<file path="src/core/deac_consts.vh">
// Purpose: Constants for the data EEPROM access control block.
// Assumes: Instruction clock of 100 MHz.
// Notes:   Register selects are the index on the special function port.
`ifndef DEAC_CONSTS_VH
`define DEAC_CONSTS_VH

// Clock
`define DEAC_CLK_PERIOD_NS   10

// Register selects on the special function port
`define DEAC_SEL_CTRL        3'h0
`define DEAC_SEL_KEY         3'h1
`define DEAC_SEL_DATA        3'h2
`define DEAC_SEL_ADDR_LO     3'h3
`define DEAC_SEL_ADDR_HI     3'h4

// Control register bit positions
`define DEAC_B_PGD           7
`define DEAC_B_CONFIG_SPACE_SELECT          6
`define DEAC_B_FREE          4
`define DEAC_B_ERR           3
`define DEAC_B_MODIFY_PERMIT          2
`define DEAC_B_WR            1
`define DEAC_B_RD            0

// Reset values
`define DEAC_RST_BYTE        8'h00
`define DEAC_RST_HI          2'h0

// Unlock key bytes
`define DEAC_KEY_FIRST       8'h55
`define DEAC_KEY_SECOND      8'haa

// Self-timed phases, in microseconds (plain defaults)
`define DEAC_ERASE_US        1000
`define DEAC_PROG_US         1000

`endif

</file>
<file path="src/core/deac_ctrl.v">
// Purpose: Access control for a 1024-byte data EEPROM behind special
//          function registers: address pair, data, control, unlock key.
// Assumes: Core strobes sfr_wr or sfr_rd for one clock per access; the
//          array answers nv_rdata combinationally from nv_addr.
// Notes:   Data space writes are self-timed erase then program, counted in clocks.
//          The power-up timer input is synchronised before any use; it
//          resets to busy so no launch slips through before it settles.
//
// How it works
// - One byte moved per read or write
// - High address keeps two bits, 10-bit range
// - Byte write erases, then programs, both timed
// - Program select set routes to program memory
// - Config select set routes to configuration space
// - Modify permit gates writes, clear at power-up
// - Abort flag on reset mid-write or misuse
// - Abort keeps both space selects untouched
// - Launch bit set-only, cleared at write end
// - Write end sets done flag, software clears
// - Fetch bit set-only, refused outside data space
// - Read completes in one cycle
// - Data register holds last read or write
// - Unlock key stores nothing, reads zero
// - Row clear makes a program-space launch erase row
// - Control bit five reads zero
// - Launch needs 55h, then AAh, then launch
// - Permit must already be set before launch
// - Registers locked while write runs
// - Writes blocked during power-up timer
`include "deac_consts.vh"

module deac_ctrl #(
  parameter ERASE_CYCLES = (`DEAC_ERASE_US * 1000 + `DEAC_CLK_PERIOD_NS - 1)
                           / `DEAC_CLK_PERIOD_NS,
  parameter PROG_CYCLES  = (`DEAC_PROG_US * 1000 + `DEAC_CLK_PERIOD_NS - 1)
                           / `DEAC_CLK_PERIOD_NS
) (
  // Clock and resets
  input  wire       clk,
  input  wire       rst_b,
  input  wire       warm_rst,
  input  wire       pwrt_busy,
  // Special function register port
  input  wire [2:0] sfr_sel,
  input  wire       sfr_wr,
  input  wire       sfr_rd,
  input  wire [7:0] sfr_wdata,
  output wire [7:0] sfr_rdata,
  // Data EEPROM array
  output wire [9:0] nv_addr,
  output wire [7:0] nv_wdata,
  output wire       nv_rd,
  input  wire [7:0] nv_rdata,
  output wire       nv_erase,
  output wire       nv_prog,
  // Program memory and configuration side
  output wire       program_space_select,
  output wire       config_space_select,
  output wire       pm_row_erase,
  output wire       pm_prog,
  // Write done flag of periph_flag_reg2
  output wire       nv_write_done_flag,
  input  wire       done_flag_clr
);

  //////////////////////////////////////////////////////////////////////////
  localparam ST_IDLE  = 2'h0;
  localparam ST_ERASE = 2'h1;
  localparam ST_PROG  = 2'h2;

  localparam KEY_NONE = 2'h0;
  localparam KEY_ONE  = 2'h1;
  localparam KEY_TWO  = 2'h2;

  localparam [19:0] ERASE_LEN = ERASE_CYCLES[19:0];
  localparam [19:0] PROG_LEN  = PROG_CYCLES[19:0];

  // Phase length for the self-timed counter
  function [19:0] phase_len;
    input erase;
    begin
      phase_len = erase ? ERASE_LEN : PROG_LEN;
    end
  endfunction

  // Register select decode, shared by the write strobes
  function sel_hit;
    input [2:0] sel;
    input [2:0] want;
    begin
      sel_hit = (sel == want);
    end
  endfunction

  //////////////////////////////////////////////////////////////////////////
  reg  [7:0]  data_r;
  reg  [7:0]  addr_lo_r;
  reg  [1:0]  addr_hi_r;
  reg         pgd_r;
  reg         config_space_select_r;
  reg         free_r;
  reg         err_r;
  reg         modify_permit_r;
  reg         wr_r;
  reg         rd_r;
  reg  [1:0]  key_r;
  reg  [1:0]  st_r;
  reg  [19:0] cnt_r;
  reg  [7:0]  rdata_r;
  reg         done_r;
  reg         pwrt_meta_r;
  reg         pwrt_sync_r;

  wire        busy;
  wire        data_sp;
  wire        wr_ctrl;
  wire        wr_key;
  wire        launch_rq;
  wire        launch_ok;
  wire        launch;
  wire        launch_bad;
  wire        fetch_ok;
  wire        last_tick;
  wire        erase_end;
  wire        prog_end;
  wire        erase_sel;
  wire        done_ev;
  wire [7:0]  ctrl_view;

  //////////////////////////////////////////////////////////////////////////
  // Request decode
  assign busy       = (st_r != ST_IDLE);
  assign data_sp    = ~pgd_r & ~config_space_select_r;
  assign wr_ctrl    = sfr_wr & sel_hit(sfr_sel, `DEAC_SEL_CTRL);
  assign wr_key     = sfr_wr & sel_hit(sfr_sel, `DEAC_SEL_KEY);
  assign launch_rq  = wr_ctrl & ~busy & sfr_wdata[`DEAC_B_WR];
  // Permit is the stored value, so permit and launch in one write fail
  assign launch_ok  = (key_r == KEY_TWO) & modify_permit_r
                      & ~pwrt_sync_r;
  assign launch     = launch_rq & launch_ok;
  assign launch_bad = launch_rq & ~launch_ok;
  assign fetch_ok   = sfr_wdata[`DEAC_B_RD] & ~launch_rq
                      & ~sfr_wdata[`DEAC_B_PGD] & ~sfr_wdata[`DEAC_B_CONFIG_SPACE_SELECT];
  // Counter runs down to one, so a phase end is a single compare
  assign last_tick  = (cnt_r == 20'h00001);
  assign erase_end  = (st_r == ST_ERASE) & last_tick;
  assign prog_end   = (st_r == ST_PROG) & last_tick;
  assign erase_sel  = sfr_wdata[`DEAC_B_CONFIG_SPACE_SELECT] ? 1'b0
                    : sfr_wdata[`DEAC_B_PGD] ? sfr_wdata[`DEAC_B_FREE]
                    : 1'b1;
  assign done_ev    = prog_end | (erase_end & ~data_sp);
  assign ctrl_view  = {pgd_r, config_space_select_r, 1'b0, free_r,
                       err_r, modify_permit_r, wr_r, rd_r};

  //////////////////////////////////////////////////////////////////////////
  // The power-up timer runs from its own oscillator; two cycles of lag
  // only delay the first permitted launch
  always @(posedge clk or negedge rst_b) begin
    if (!rst_b) begin
      pwrt_meta_r <= 1'b1;
      pwrt_sync_r <= 1'b1;
    end else begin
      pwrt_meta_r <= pwrt_busy;
      pwrt_sync_r <= pwrt_meta_r;
    end
  end

  //////////////////////////////////////////////////////////////////////////
  // Unlock sequence tracker; any other register write breaks it
  always @(posedge clk or negedge rst_b) begin
    if (!rst_b) begin
      key_r <= KEY_NONE;
    end else if (warm_rst) begin
      key_r <= KEY_NONE;
    end else if (wr_key) begin
      if (sfr_wdata == `DEAC_KEY_FIRST) begin
        key_r <= KEY_ONE;
      end else if (sfr_wdata == `DEAC_KEY_SECOND && key_r == KEY_ONE) begin
        key_r <= KEY_TWO;
      end else begin
        key_r <= KEY_NONE;
      end
    end else if (sfr_wr) begin
      key_r <= KEY_NONE;
    end
  end

  //////////////////////////////////////////////////////////////////////////
  // Control, address, data and the self-timed write sequencer
  always @(posedge clk or negedge rst_b) begin
    if (!rst_b) begin
      data_r    <= `DEAC_RST_BYTE;
      addr_lo_r <= `DEAC_RST_BYTE;
      addr_hi_r <= `DEAC_RST_HI;
      pgd_r     <= 1'b0;
      config_space_select_r    <= 1'b0;
      free_r    <= 1'b0;
      err_r     <= 1'b0;
      modify_permit_r    <= 1'b0;
      wr_r      <= 1'b0;
      rd_r      <= 1'b0;
      st_r      <= ST_IDLE;
      cnt_r     <= 20'h00000;
    end else if (warm_rst) begin
      // Space selects survive so the failed access can be traced
      if (busy) begin
        err_r <= 1'b1;
      end
      free_r <= 1'b0;
      modify_permit_r <= 1'b0;
      wr_r   <= 1'b0;
      rd_r   <= 1'b0;
      st_r   <= ST_IDLE;
      cnt_r  <= 20'h00000;
    end else begin
      rd_r <= 1'b0;
      if (rd_r) begin
        data_r <= nv_rdata;
      end
      case (st_r)
        ST_IDLE: begin
          if (launch) begin
            wr_r  <= 1'b1;
            err_r <= 1'b0;
            st_r  <= erase_sel ? ST_ERASE : ST_PROG;
            cnt_r <= phase_len(erase_sel);
          end
        end
        ST_ERASE: begin
          if (last_tick) begin
            // A data byte always goes on to programming after its erase
            if (data_sp) begin
              st_r  <= ST_PROG;
              cnt_r <= phase_len(1'b0);
            end else begin
              free_r <= 1'b0;
              wr_r   <= 1'b0;
              st_r   <= ST_IDLE;
              cnt_r  <= 20'h00000;
            end
          end else begin
            cnt_r <= cnt_r - 20'h00001;
          end
        end
        ST_PROG: begin
          if (last_tick) begin
            wr_r  <= 1'b0;
            st_r  <= ST_IDLE;
            cnt_r <= 20'h00000;
          end else begin
            cnt_r <= cnt_r - 20'h00001;
          end
        end
        default: begin
          st_r  <= ST_IDLE;
          cnt_r <= 20'h00000;
        end
      endcase
      // Register writes are refused while a write runs
      if (sfr_wr && !busy) begin
        case (sfr_sel)
          `DEAC_SEL_CTRL: begin
            pgd_r  <= sfr_wdata[`DEAC_B_PGD];
            config_space_select_r <= sfr_wdata[`DEAC_B_CONFIG_SPACE_SELECT];
            free_r <= sfr_wdata[`DEAC_B_FREE];
            modify_permit_r <= sfr_wdata[`DEAC_B_MODIFY_PERMIT];
            // Bit 3 follows the write only when no launch is asked
            if (launch_bad) begin
              err_r <= 1'b1;
            end else if (!launch) begin
              err_r <= sfr_wdata[`DEAC_B_ERR];
            end
            if (fetch_ok) begin
              rd_r <= 1'b1;
            end
          end
          `DEAC_SEL_DATA: begin
            data_r <= sfr_wdata;
          end
          `DEAC_SEL_ADDR_LO: begin
            addr_lo_r <= sfr_wdata;
          end
          `DEAC_SEL_ADDR_HI: begin
            addr_hi_r <= sfr_wdata[1:0];
          end
          default: begin
          end
        endcase
      end
    end
  end

  //////////////////////////////////////////////////////////////////////////
  // Completion flag: a completion in the clear cycle is kept
  always @(posedge clk or negedge rst_b) begin
    if (!rst_b) begin
      done_r <= 1'b0;
    end else if (done_ev && !warm_rst) begin
      done_r <= 1'b1;
    end else if (done_flag_clr) begin
      done_r <= 1'b0;
    end
  end

  //////////////////////////////////////////////////////////////////////////
  // Read view of the register selected for a core read
  function [7:0] read_view;
    input [2:0] sel;
    begin
      case (sel)
        `DEAC_SEL_CTRL:    read_view = ctrl_view;
        `DEAC_SEL_KEY:     read_view = 8'h00;
        `DEAC_SEL_DATA:    read_view = data_r;
        `DEAC_SEL_ADDR_LO: read_view = addr_lo_r;
        `DEAC_SEL_ADDR_HI: read_view = {6'h00, addr_hi_r};
        default:           read_view = 8'h00;
      endcase
    end
  endfunction

  // Registered read data, valid the cycle after sfr_rd
  always @(posedge clk or negedge rst_b) begin
    if (!rst_b) begin
      rdata_r <= `DEAC_RST_BYTE;
    end else if (sfr_rd) begin
      rdata_r <= read_view(sfr_sel);
    end
  end

  //////////////////////////////////////////////////////////////////////////
  assign sfr_rdata            = rdata_r;
  assign nv_addr              = {addr_hi_r, addr_lo_r};
  assign nv_wdata             = data_r;
  assign nv_rd                = rd_r;
  // Array strobes are levels decoded from the live state
  assign nv_erase             = (st_r == ST_ERASE) & data_sp;
  assign nv_prog              = (st_r == ST_PROG) & data_sp;
  assign pm_row_erase         = (st_r == ST_ERASE) & ~data_sp;
  assign pm_prog              = (st_r == ST_PROG) & ~data_sp;
  assign program_space_select = pgd_r;
  assign config_space_select  = config_space_select_r;
  assign nv_write_done_flag   = done_r;

endmodule

</file>
<file path="config.mk">
export PLATFORM = sky130hd
export DESIGN_NAME = deac_ctrl
export DESIGN_NICKNAME = d
export VERILOG_FILES = /design/src/core/deac_ctrl.v
export VERILOG_INCLUDE_DIRS = /design/src /design/src/core
export SDC_FILE = /design/constraint.sdc
export NUM_CORES = 1
export LEC_CHECK = 0
export CAP_MARGIN = 20
export CORE_ASPECT_RATIO = 2
export CORE_MARGIN = 4
export CORE_UTILIZATION = 45
export DETAILED_ROUTE_END_ITERATION = 8
export DONT_BUFFER_PORTS = 1
export GPL_ROUTABILITY_DRIVEN = 0
export GPL_TIMING_DRIVEN = 0
export HOLD_SLACK_MARGIN = 0.12
export MAX_ROUTING_LAYER = met4
export PLACE_DENSITY = 0.66
export SLEW_MARGIN = 10
export SYNTH_ARGS = -nofsm -noshare
export SYNTH_HDL_FRONTEND = slang
export SYNTH_SLANG_ARGS = --single-unit
</file>
<file path="constraint.sdc">
create_clock -name clk -period 4.75 [get_ports clk]
set_clock_uncertainty 0.15 [all_clocks]
set_input_delay 1.425 -clock clk [delete_from_list [all_inputs] [get_ports clk]]
set_output_delay 1.425 -clock clk [all_outputs]
set_load 0.05 [all_outputs]
</file>
==> results of run 1 <==
[routing by layer]
layer | GRT usage (%) | vias up
li1 | - | 1287
met1 | 20.1 | 1366
met2 | 42.7 | 78
met3 | 4.77 | 14
met4 | 11.3 | 0
met5 | - | -
[worst paths after layout]
kind                                      to  slack, ps  cells after the start
worst max-delay path            pm_row_erase       1110                      2
worst min-delay path             pwrt_sync_r        210                      0
worst max register to register       st_r[0]       2120                      8
worst min register to register   pwrt_sync_r        210                      0
max in group asynchronous        pwrt_sync_r       3630                      0
min in group asynchronous       sfr_rdata[0]        640                      0
[sequential cells by signal, indices dropped and copies added, names as in the netlist]
signal and cells:
err_r 1, cnt_r 20, nv_rd 1, addr_hi_r 2
sfr_rdata 8, config_space_select 1, wr_r 1, st_r 2
nv_wdata 8, modify_permit_r 1, addr_lo_r 8, pwrt_meta_r 1
free_r 1, key_r 2, nv_write_done_flag 1, pwrt_sync_r 1
program_space_select 1
[layout make-up]
cell class              instances  share of cell area (%)
clock inverters                 5                    2.64
flip-flops and latches         60                    39.7
inverters                      16                    1.58
well taps                      92                    3.04
repair buffers                  2                   0.297
multi-input cells             253                    44.6
clock buffers                  10                    6.31
plain buffers                  14                    1.82
[Yosys cell counts (3+ instances only)]
master / count / area share, %
nor2b_1: 6 / 1.1
nand3_1: 6 / 0.90
nor2_1: 44 / 5.0
xnor2_1: 4 / 1.1
nor3_1: 7 / 1.1
mux2_2: 13 / 4.4
mux2i_1: 10 / 3.0
or2_2: 3 / 0.57
nor4_1: 6 / 1.1
dfrtp_1: 58 / 44
nor3b_1: 4 / 0.90
inv_1: 16 / 1.8
a31oi_1: 8 / 1.5
or4_1: 5 / 1.1
nand4_1: 4 / 0.75
a21oi_1: 8 / 1.2
or3_1: 5 / 0.94
o2bb2ai_1: 8 / 2.1
a22oi_1: 8 / 1.8
ha_1: 6 / 2.3
o21ai_0: 17 / 2.6
o21ai_1: 4 / 0.60
o22ai_1: 13 / 2.5
clkbuf_1: 11 / 1.2
nand2_1: 22 / 2.5
nand2b_1: 4 / 0.75
[power by group]
| part | leakage [nW] | internal [mW] | total [mW] | switching [mW] |
|---|---|---|---|---|
| sequential | 0.790 | 0.557 | 0.763 | 0.206 |
| combinational | 0.765 | 0.0526 | 0.106 | 0.0529 |
| clock | 0.168 | 0.521 | 0.751 | 0.229 |
[kinds of logic (layout without fill, tap and decap cells)]
kind of cell             Yosys count  after routing
flip-flops                        60             60
multiplexers                      23             23
adder cells (fa/ha/maj)            6              6
buffers and inverters             30             47
AO/OA/AOI/OAI                     82             82
XOR/XNOR                           5              5
AND/OR/NAND/NOR                  137            137
[metrics by stage]
| stage | instance area, um2 | hold WS [ps] |
|---|---|---|
| final | 3790 | 205 |
| after global routing | 3790 | 211 |
| after CTS | 3790 | 206 |
| after detailed placement | 3450 | 199 |
| after global placement | 3430 | 199 |
| after floorplan | 3320 | 195 |
[cell usage in the layout (no fill, tap or decap), types with 9 or more instances in the layout]
cell and instances:
clkbuf_16 9, o21ai_0 17, dfrtp_1 58, inv_1 16, nand2_1 22, mux2_2 13
mux2i_1 10, o22ai_1 13, clkbuf_1 11, nor2_1 44
==> summary.txt, run 1 <==
Pleak: 1.72 nW
Antenna violations before repair: 0
Yosys warnings: 0
Hpwl dp: 6.94 mm
Setup CP Type: reg2out
Async SR Flop Fraction: 100%
Worst rel slew slack: 26.4%
DR WL met2: 5.54 mm
WL met1: 3.08 mm
Buf/Inv on CP: 0
Initial core utilization: 46.0%
Top sig layer: met4
Post-Syn Instances: 343
Post-Syn Area: 0.00332 mm2
Vias in the first global route: 2876
Post-CTS Resized: 0
Overall power: 1.62 mW
Diode count: 0
Maximum clock path buffer count: 2
Count of clock tree sinks: 60
# setup viols final: 0
PD cells: 427 mW/mm2
Drt pass-1 iters: 4
Routed wire length: 9.26 mm
Largest net degree at the start of global routing: 61
Routed length per instance: 20.5 um
Hold WC Path Type: reg2reg
Top Family by Delay on Critical Path: simple AND/OR/NAND/NOR gates
Main flop type after synthesis: dfrtp_1
Seq/Total Area, Yosys: 45.3%
H-tree depth: 3
Startpoint types: register
Worst Max-Slew Pin Slew: 1100 ps
Synth cell types: 60
# hold bufs at CTS: 0
Synth Net Count: 375
# nets final: 388
GRT overflow: 0
Max Cap Violations: 0
Max incr delay on CP: 880 ps
Util after Layout: 52.6%
Sequential cell area: 0.00150 mm2
Dpl cells: 437
Xor-xnor portion of the synthesized cell area: 1.32%
Buffers on Ports: 0
Routed Antenna Nets: 0
# DRC: 0
Std cell rows: 44
Die W: 68.7 um
Setup WS pre-CTS: 1350 ps
Post-synthesis adder-cell area fraction: 2.26%
Layout cell share with drive strength beyond 1: 12.8%
Setup_tns: 0 ps
Multiplexer share of the synthesized area: 7.43%
Routed vias/inst: 6.07
Status: finished, final reports clean
Post-route worst setup slack: 1110 ps
Main combinational cell family by area after synthesis: simple AND/OR/NAND/NOR gates
Post-Layout Cell Count: 452
Crit path from: program_space_select
Max FO, Critical Path: 5
Reg-to-Reg Start: st_r[1]
Mean post-synth cell area: 9.68 um2
Fillers: 651
Total track usage: 22.7%
Hold Path Origin: pwrt_meta_r
Critical Path RT: 3170 ps
Peak VDD IR: 0.169 mV
Max-slew violation count: 0
Post-synthesis simple-gate area fraction: 23.3%
Vias: 2745
Full die area: 0.00890 mm2
Clock slew at reported path FFs: 50 ps
Compound-Gate Fraction of Synth Area: 16.5%
Worst-skew pair later-pin latency: 330 ps
Area of the multi-input gates: 0.00169 mm2
Num ports: 60
Fmax: 275 MHz
Crit path cell chain: nor2_1, nor2b_1
CTS tree: yes
CP endpoint kind: output pin
Die Y: 129 um
RSZ-0062 raised after global routing: false
CP max-delay cell: nor2b_1
First-pass GRT wire length: 14.3 mm
Number of synthesized flops with an enable pin: 0
Post-synthesis register bit count: 60
Core area: 0.00721 mm2
DR WL met3: 450 um
CP arrival: 2060 ps
Final min period: 3640 ps
Clock root buffer: clkbuf_16
Fin crit share: 76.6%
Final hold violations: 0
Setup Buffers After CTS: 0
Area delta synth->final: 14.2%
Detailed Route Iter0 Violations: 182
CTS Buf Count: 9
Note: power is estimated with default switching activity, not from simulation.
==> run 2, diff against run 1 <==
--- a/config.mk
+++ b/config.mk
@@ -6,6 +6,7 @@
 export SDC_FILE = /design/constraint.sdc
 export NUM_CORES = 1
 export LEC_CHECK = 0
+export ABC_AREA = 1
 export CAP_MARGIN = 20
 export CORE_ASPECT_RATIO = 2
 export CORE_MARGIN = 4
==> constraint.sdc (replaced) <==
create_clock -name clk -period 3.6 [get_ports clk]
set_clock_uncertainty 0.15 [all_clocks]
set_input_delay 1.08 -clock clk [delete_from_list [all_inputs] [get_ports clk]]
set_output_delay 1.08 -clock clk [all_outputs]
set_load 0.05 [all_outputs]
==> summary.txt, run 2 <==
Status: finished, final reports clean
Buffers on Ports: 0 (unchanged)
Peak VDD IR: 0.374 mV (+120%)
Antenna violations before repair: 0 (unchanged)
Main combinational cell family by area after synthesis: simple AND/OR/NAND/NOR gates
Yosys warnings: 0 (unchanged)
Max incr delay on CP: 850 ps (-30 ps)
Startpoint types: register
WL met1: 3.38 mm (+10%)
GRT overflow: 0 (unchanged)
Top sig layer: met4
CP max-delay cell: nor2_1
Hpwl dp: 7.66 mm (+10%)
Post-synthesis simple-gate area fraction: 31.2% (+7.9 points)
Drt pass-1 iters: 4 (unchanged)
Fillers: 723 (+11%)
Die Y: 134 um (+3.8%)
Most frequent cell after synthesis: nand2_1
CP endpoint kind: output pin
Final hold violations: 0 (unchanged)
Post-synthesis register bit count: 60 (unchanged)
Post-Syn Instances: 471 (+37%)
Max reg flops: 20 (unchanged)
CTS tree: yes
Post-synthesis adder-cell area fraction: 2.09% (-0.17 points)
Compound-Gate Fraction of Synth Area: 13.5% (-3.0 points)
Xor-xnor portion of the synthesized cell area: 0.732% (-0.59 points)
Clock slew at reported path FFs: 50 ps (about the same)
Routed vias/inst: 5.47 (-9.9%)
PD cells: 923 mW/mm2 (+120%)
Synth Net Count: 503 (+34%)
Fin crit share: 94.3%
Max Cap Violations: 0 (unchanged)
Final min period: 3390 ps
Vias: 3173 (+16%)
Critical Path RT: 2370 ps (-800 ps)
Vias in the first global route: 3186 (+11%)
Total track usage: 22.0% (-0.72 points)
H-tree depth: 3 (unchanged)
Max-slew violation count: 0 (unchanged)
Layout cell share with drive strength beyond 1: 13.6% (+0.80 points)
Clock root buffer: clkbuf_16
Num ports: 60 (unchanged)
Routed Antenna Nets: 0 (unchanged)
Largest net degree at the start of global routing: 61 (unchanged)
Buf/Inv on CP: 1 (+1)
Post-CTS Resized: 0 (unchanged)
Post-Layout Cell Count: 580 (+28%)
Post-Syn Area: 0.00359 mm2 (+8.2%)
Initial core utilization: 46.6% (+0.53 points)
Worst rel slew slack: 24.8% (-1.6 points)
Dpl cells: 565 (+29%)
Worst Max-Slew Pin Slew: 1120 ps (+22.4 ps)
Hold WC Path Type: reg2reg
Area delta synth->final: 11.4%
Fmax: 295 MHz
Main flop type after synthesis: dfrtp_1
Std cell rows: 45 (+2.3%)
Setup CP Type: reg2out
CP arrival: 2160 ps (+100 ps)
First-pass GRT wire length: 15.7 mm (+9.3%)
Most frequent cells in the layout: nand2_1, inv_1, dfrtp_1
Core area: 0.00771 mm2 (+7.0%)
Synth top cells by count: nand2_1, dfrtp_1, inv_1
Max FO, Critical Path: 5 (unchanged)
Maximum clock path buffer count: 2 (unchanged)
Synth top area share: 40.4% (-3.3 points)
Cell taking the most area after synthesis: dfrtp_1
Synth cell types: 43 (-28%)
Die W: 71.2 um (+3.5%)
Crit path cell chain: nor2_1, inv_1, nor2_1
Setup_tns: 0 ps (unchanged)
Most common cell after layout, fill and taps aside: nand2_1
Mean post-synth cell area: 7.62 um2 (-21%)
Count of clock tree sinks: 60 (unchanged)
DR WL met3: 541 um (+20%)
Detailed Route Iter0 Violations: 170 (-6.6%)
# hold bufs at CTS: 0 (unchanged)
CTS Buf Count: 9 (unchanged)
Diode count: 0 (unchanged)
# nets final: 514 (+32%)
Pleak: 1.96 nW (+14%)
DR WL met2: 5.48 mm (-1.2%)
RSZ-0062 raised after global routing: false
Most frequent CP cell: nor2_1
Full die area: 0.00956 mm2 (+7.4%)
Setup WS pre-CTS: 540 ps (-814 ps)
Top Family by Delay on Critical Path: simple AND/OR/NAND/NOR gates
Routed length per instance: 16.9 um (-18%)
Number of synthesized flops with an enable pin: 0 (unchanged)
Top cells by area, synth: dfrtp_1, nand2_1, inv_1
# DRC: 0 (unchanged)
Post-route worst setup slack: 205 ps (-905 ps)
Overall power: 3.69 mW (+130%)
Area of the multi-input gates: 0.00176 mm2 (+4.1%)
Fin Hold WS: 205 ps (-0.470 ps)
Sequential cell area: 0.00150 mm2 (unchanged)
Setup Buffers After CTS: 0 (unchanged)
Biggest register: cnt_r
# setup viols final: 0 (unchanged)
Routed wire length: 9.80 mm (+5.8%)
Async SR Flop Fraction: 100% (unchanged)
Worst-skew pair later-pin latency: 340 ps (about the same)
Multiplexer share of the synthesized area: 1.57% (-5.9 points)
Seq/Total Area, Yosys: 41.9% (-3.4 points)
[run 2: changes by cell type in the layout (fill, tap and decap cells not counted), sizes merged, moves of 10 or more]
| cell | previous run | this run |
|---|---|---|
| inv | 16 | 66 |
| o22ai | 13 | 2 |
| nand3 | 6 | 27 |
| mux2i | 10 | 0 |
| nand2 | 23 | 150 |
| o211ai | 2 | 19 |
| o21ai | 21 | 37 |
[run 2: power by group]
group / switching [mW] / total [mW] / internal [mW]
Sequential: 0.576 / 1.44 / 0.869
Clock: 0.307 / 0.853 / 0.546
Combinational: 0.942 / 1.40 / 0.453
Total: 1.82 / 3.69 / 1.87
[run 2: layer usage]
metal	GRT usage (%)	vias to the layer above
li1	-	1547
met1	20.5	1513
met2	39.5	85
met3	6.68	28
met4	11.2	0
met5	-	-
[run 2: worst register-to-register path: stages (launching register included)]
cell	delay [ps]
dfrtp_1	580
nor2_1	310
inv_1	90
nor2_1	850
nand4_1	320
nand2_1	150
nand2_1	60
nand2_1	60
nand2_1	50
nand2_1	50
[run 2: logic make-up (layout without fill, tap and decap cells)]
| kind of cell | after synthesis | count (layout) |
|---|---|---|
| buffers and inverters | 78 | 93 |
| AOI/OAI and AO/OA | 71 | 71 |
| adders and majority gates | 6 | 6 |
| and+or+nand+nor | 248 | 248 |
| xor gates and xnor gates | 3 | 3 |
| DFF | 60 | 60 |
| muxes | 5 | 5 |
[run 2: stage by stage]
| step | utilization (%) | cell area, um2 |
|---|---|---|
| finish | 51.9 | 4000 |
| global route | 51.9 | 4000 |
| CTS | 51.9 | 4000 |
| detailed placement | 48.1 | 3710 |
| global placement | 48.1 | 3710 |
| floorplan | - | 3590 |
[run 2: cell type report]
class	instances	share of cell area (%)
Inverter	67	6.29
Sequential cell	60	37.6
Clock inverter	5	1.31
Tap cell	94	2.94
Buffer	11	1.85
Multi-Input combinational cell	333	44.0
Clock buffer	10	5.97
[run 2: final timing paths]
| check | start | end | slack [ps] | cells after the start |
|---|---|---|---|---|
| max | config_space_select | nv_erase | 210 | 3 |
| min | pwrt_meta_r | pwrt_sync_r | 200 | 0 |
| min in group asynchronous | rst_b | addr_hi_r[1] | 290 | 0 |
| max in group asynchronous | rst_b | pwrt_meta_r | 2820 | 0 |
| max reg2reg | config_space_select | cnt_r[10] | 880 | 9 |
| min reg2reg | pwrt_meta_r | pwrt_sync_r | 200 | 0 |
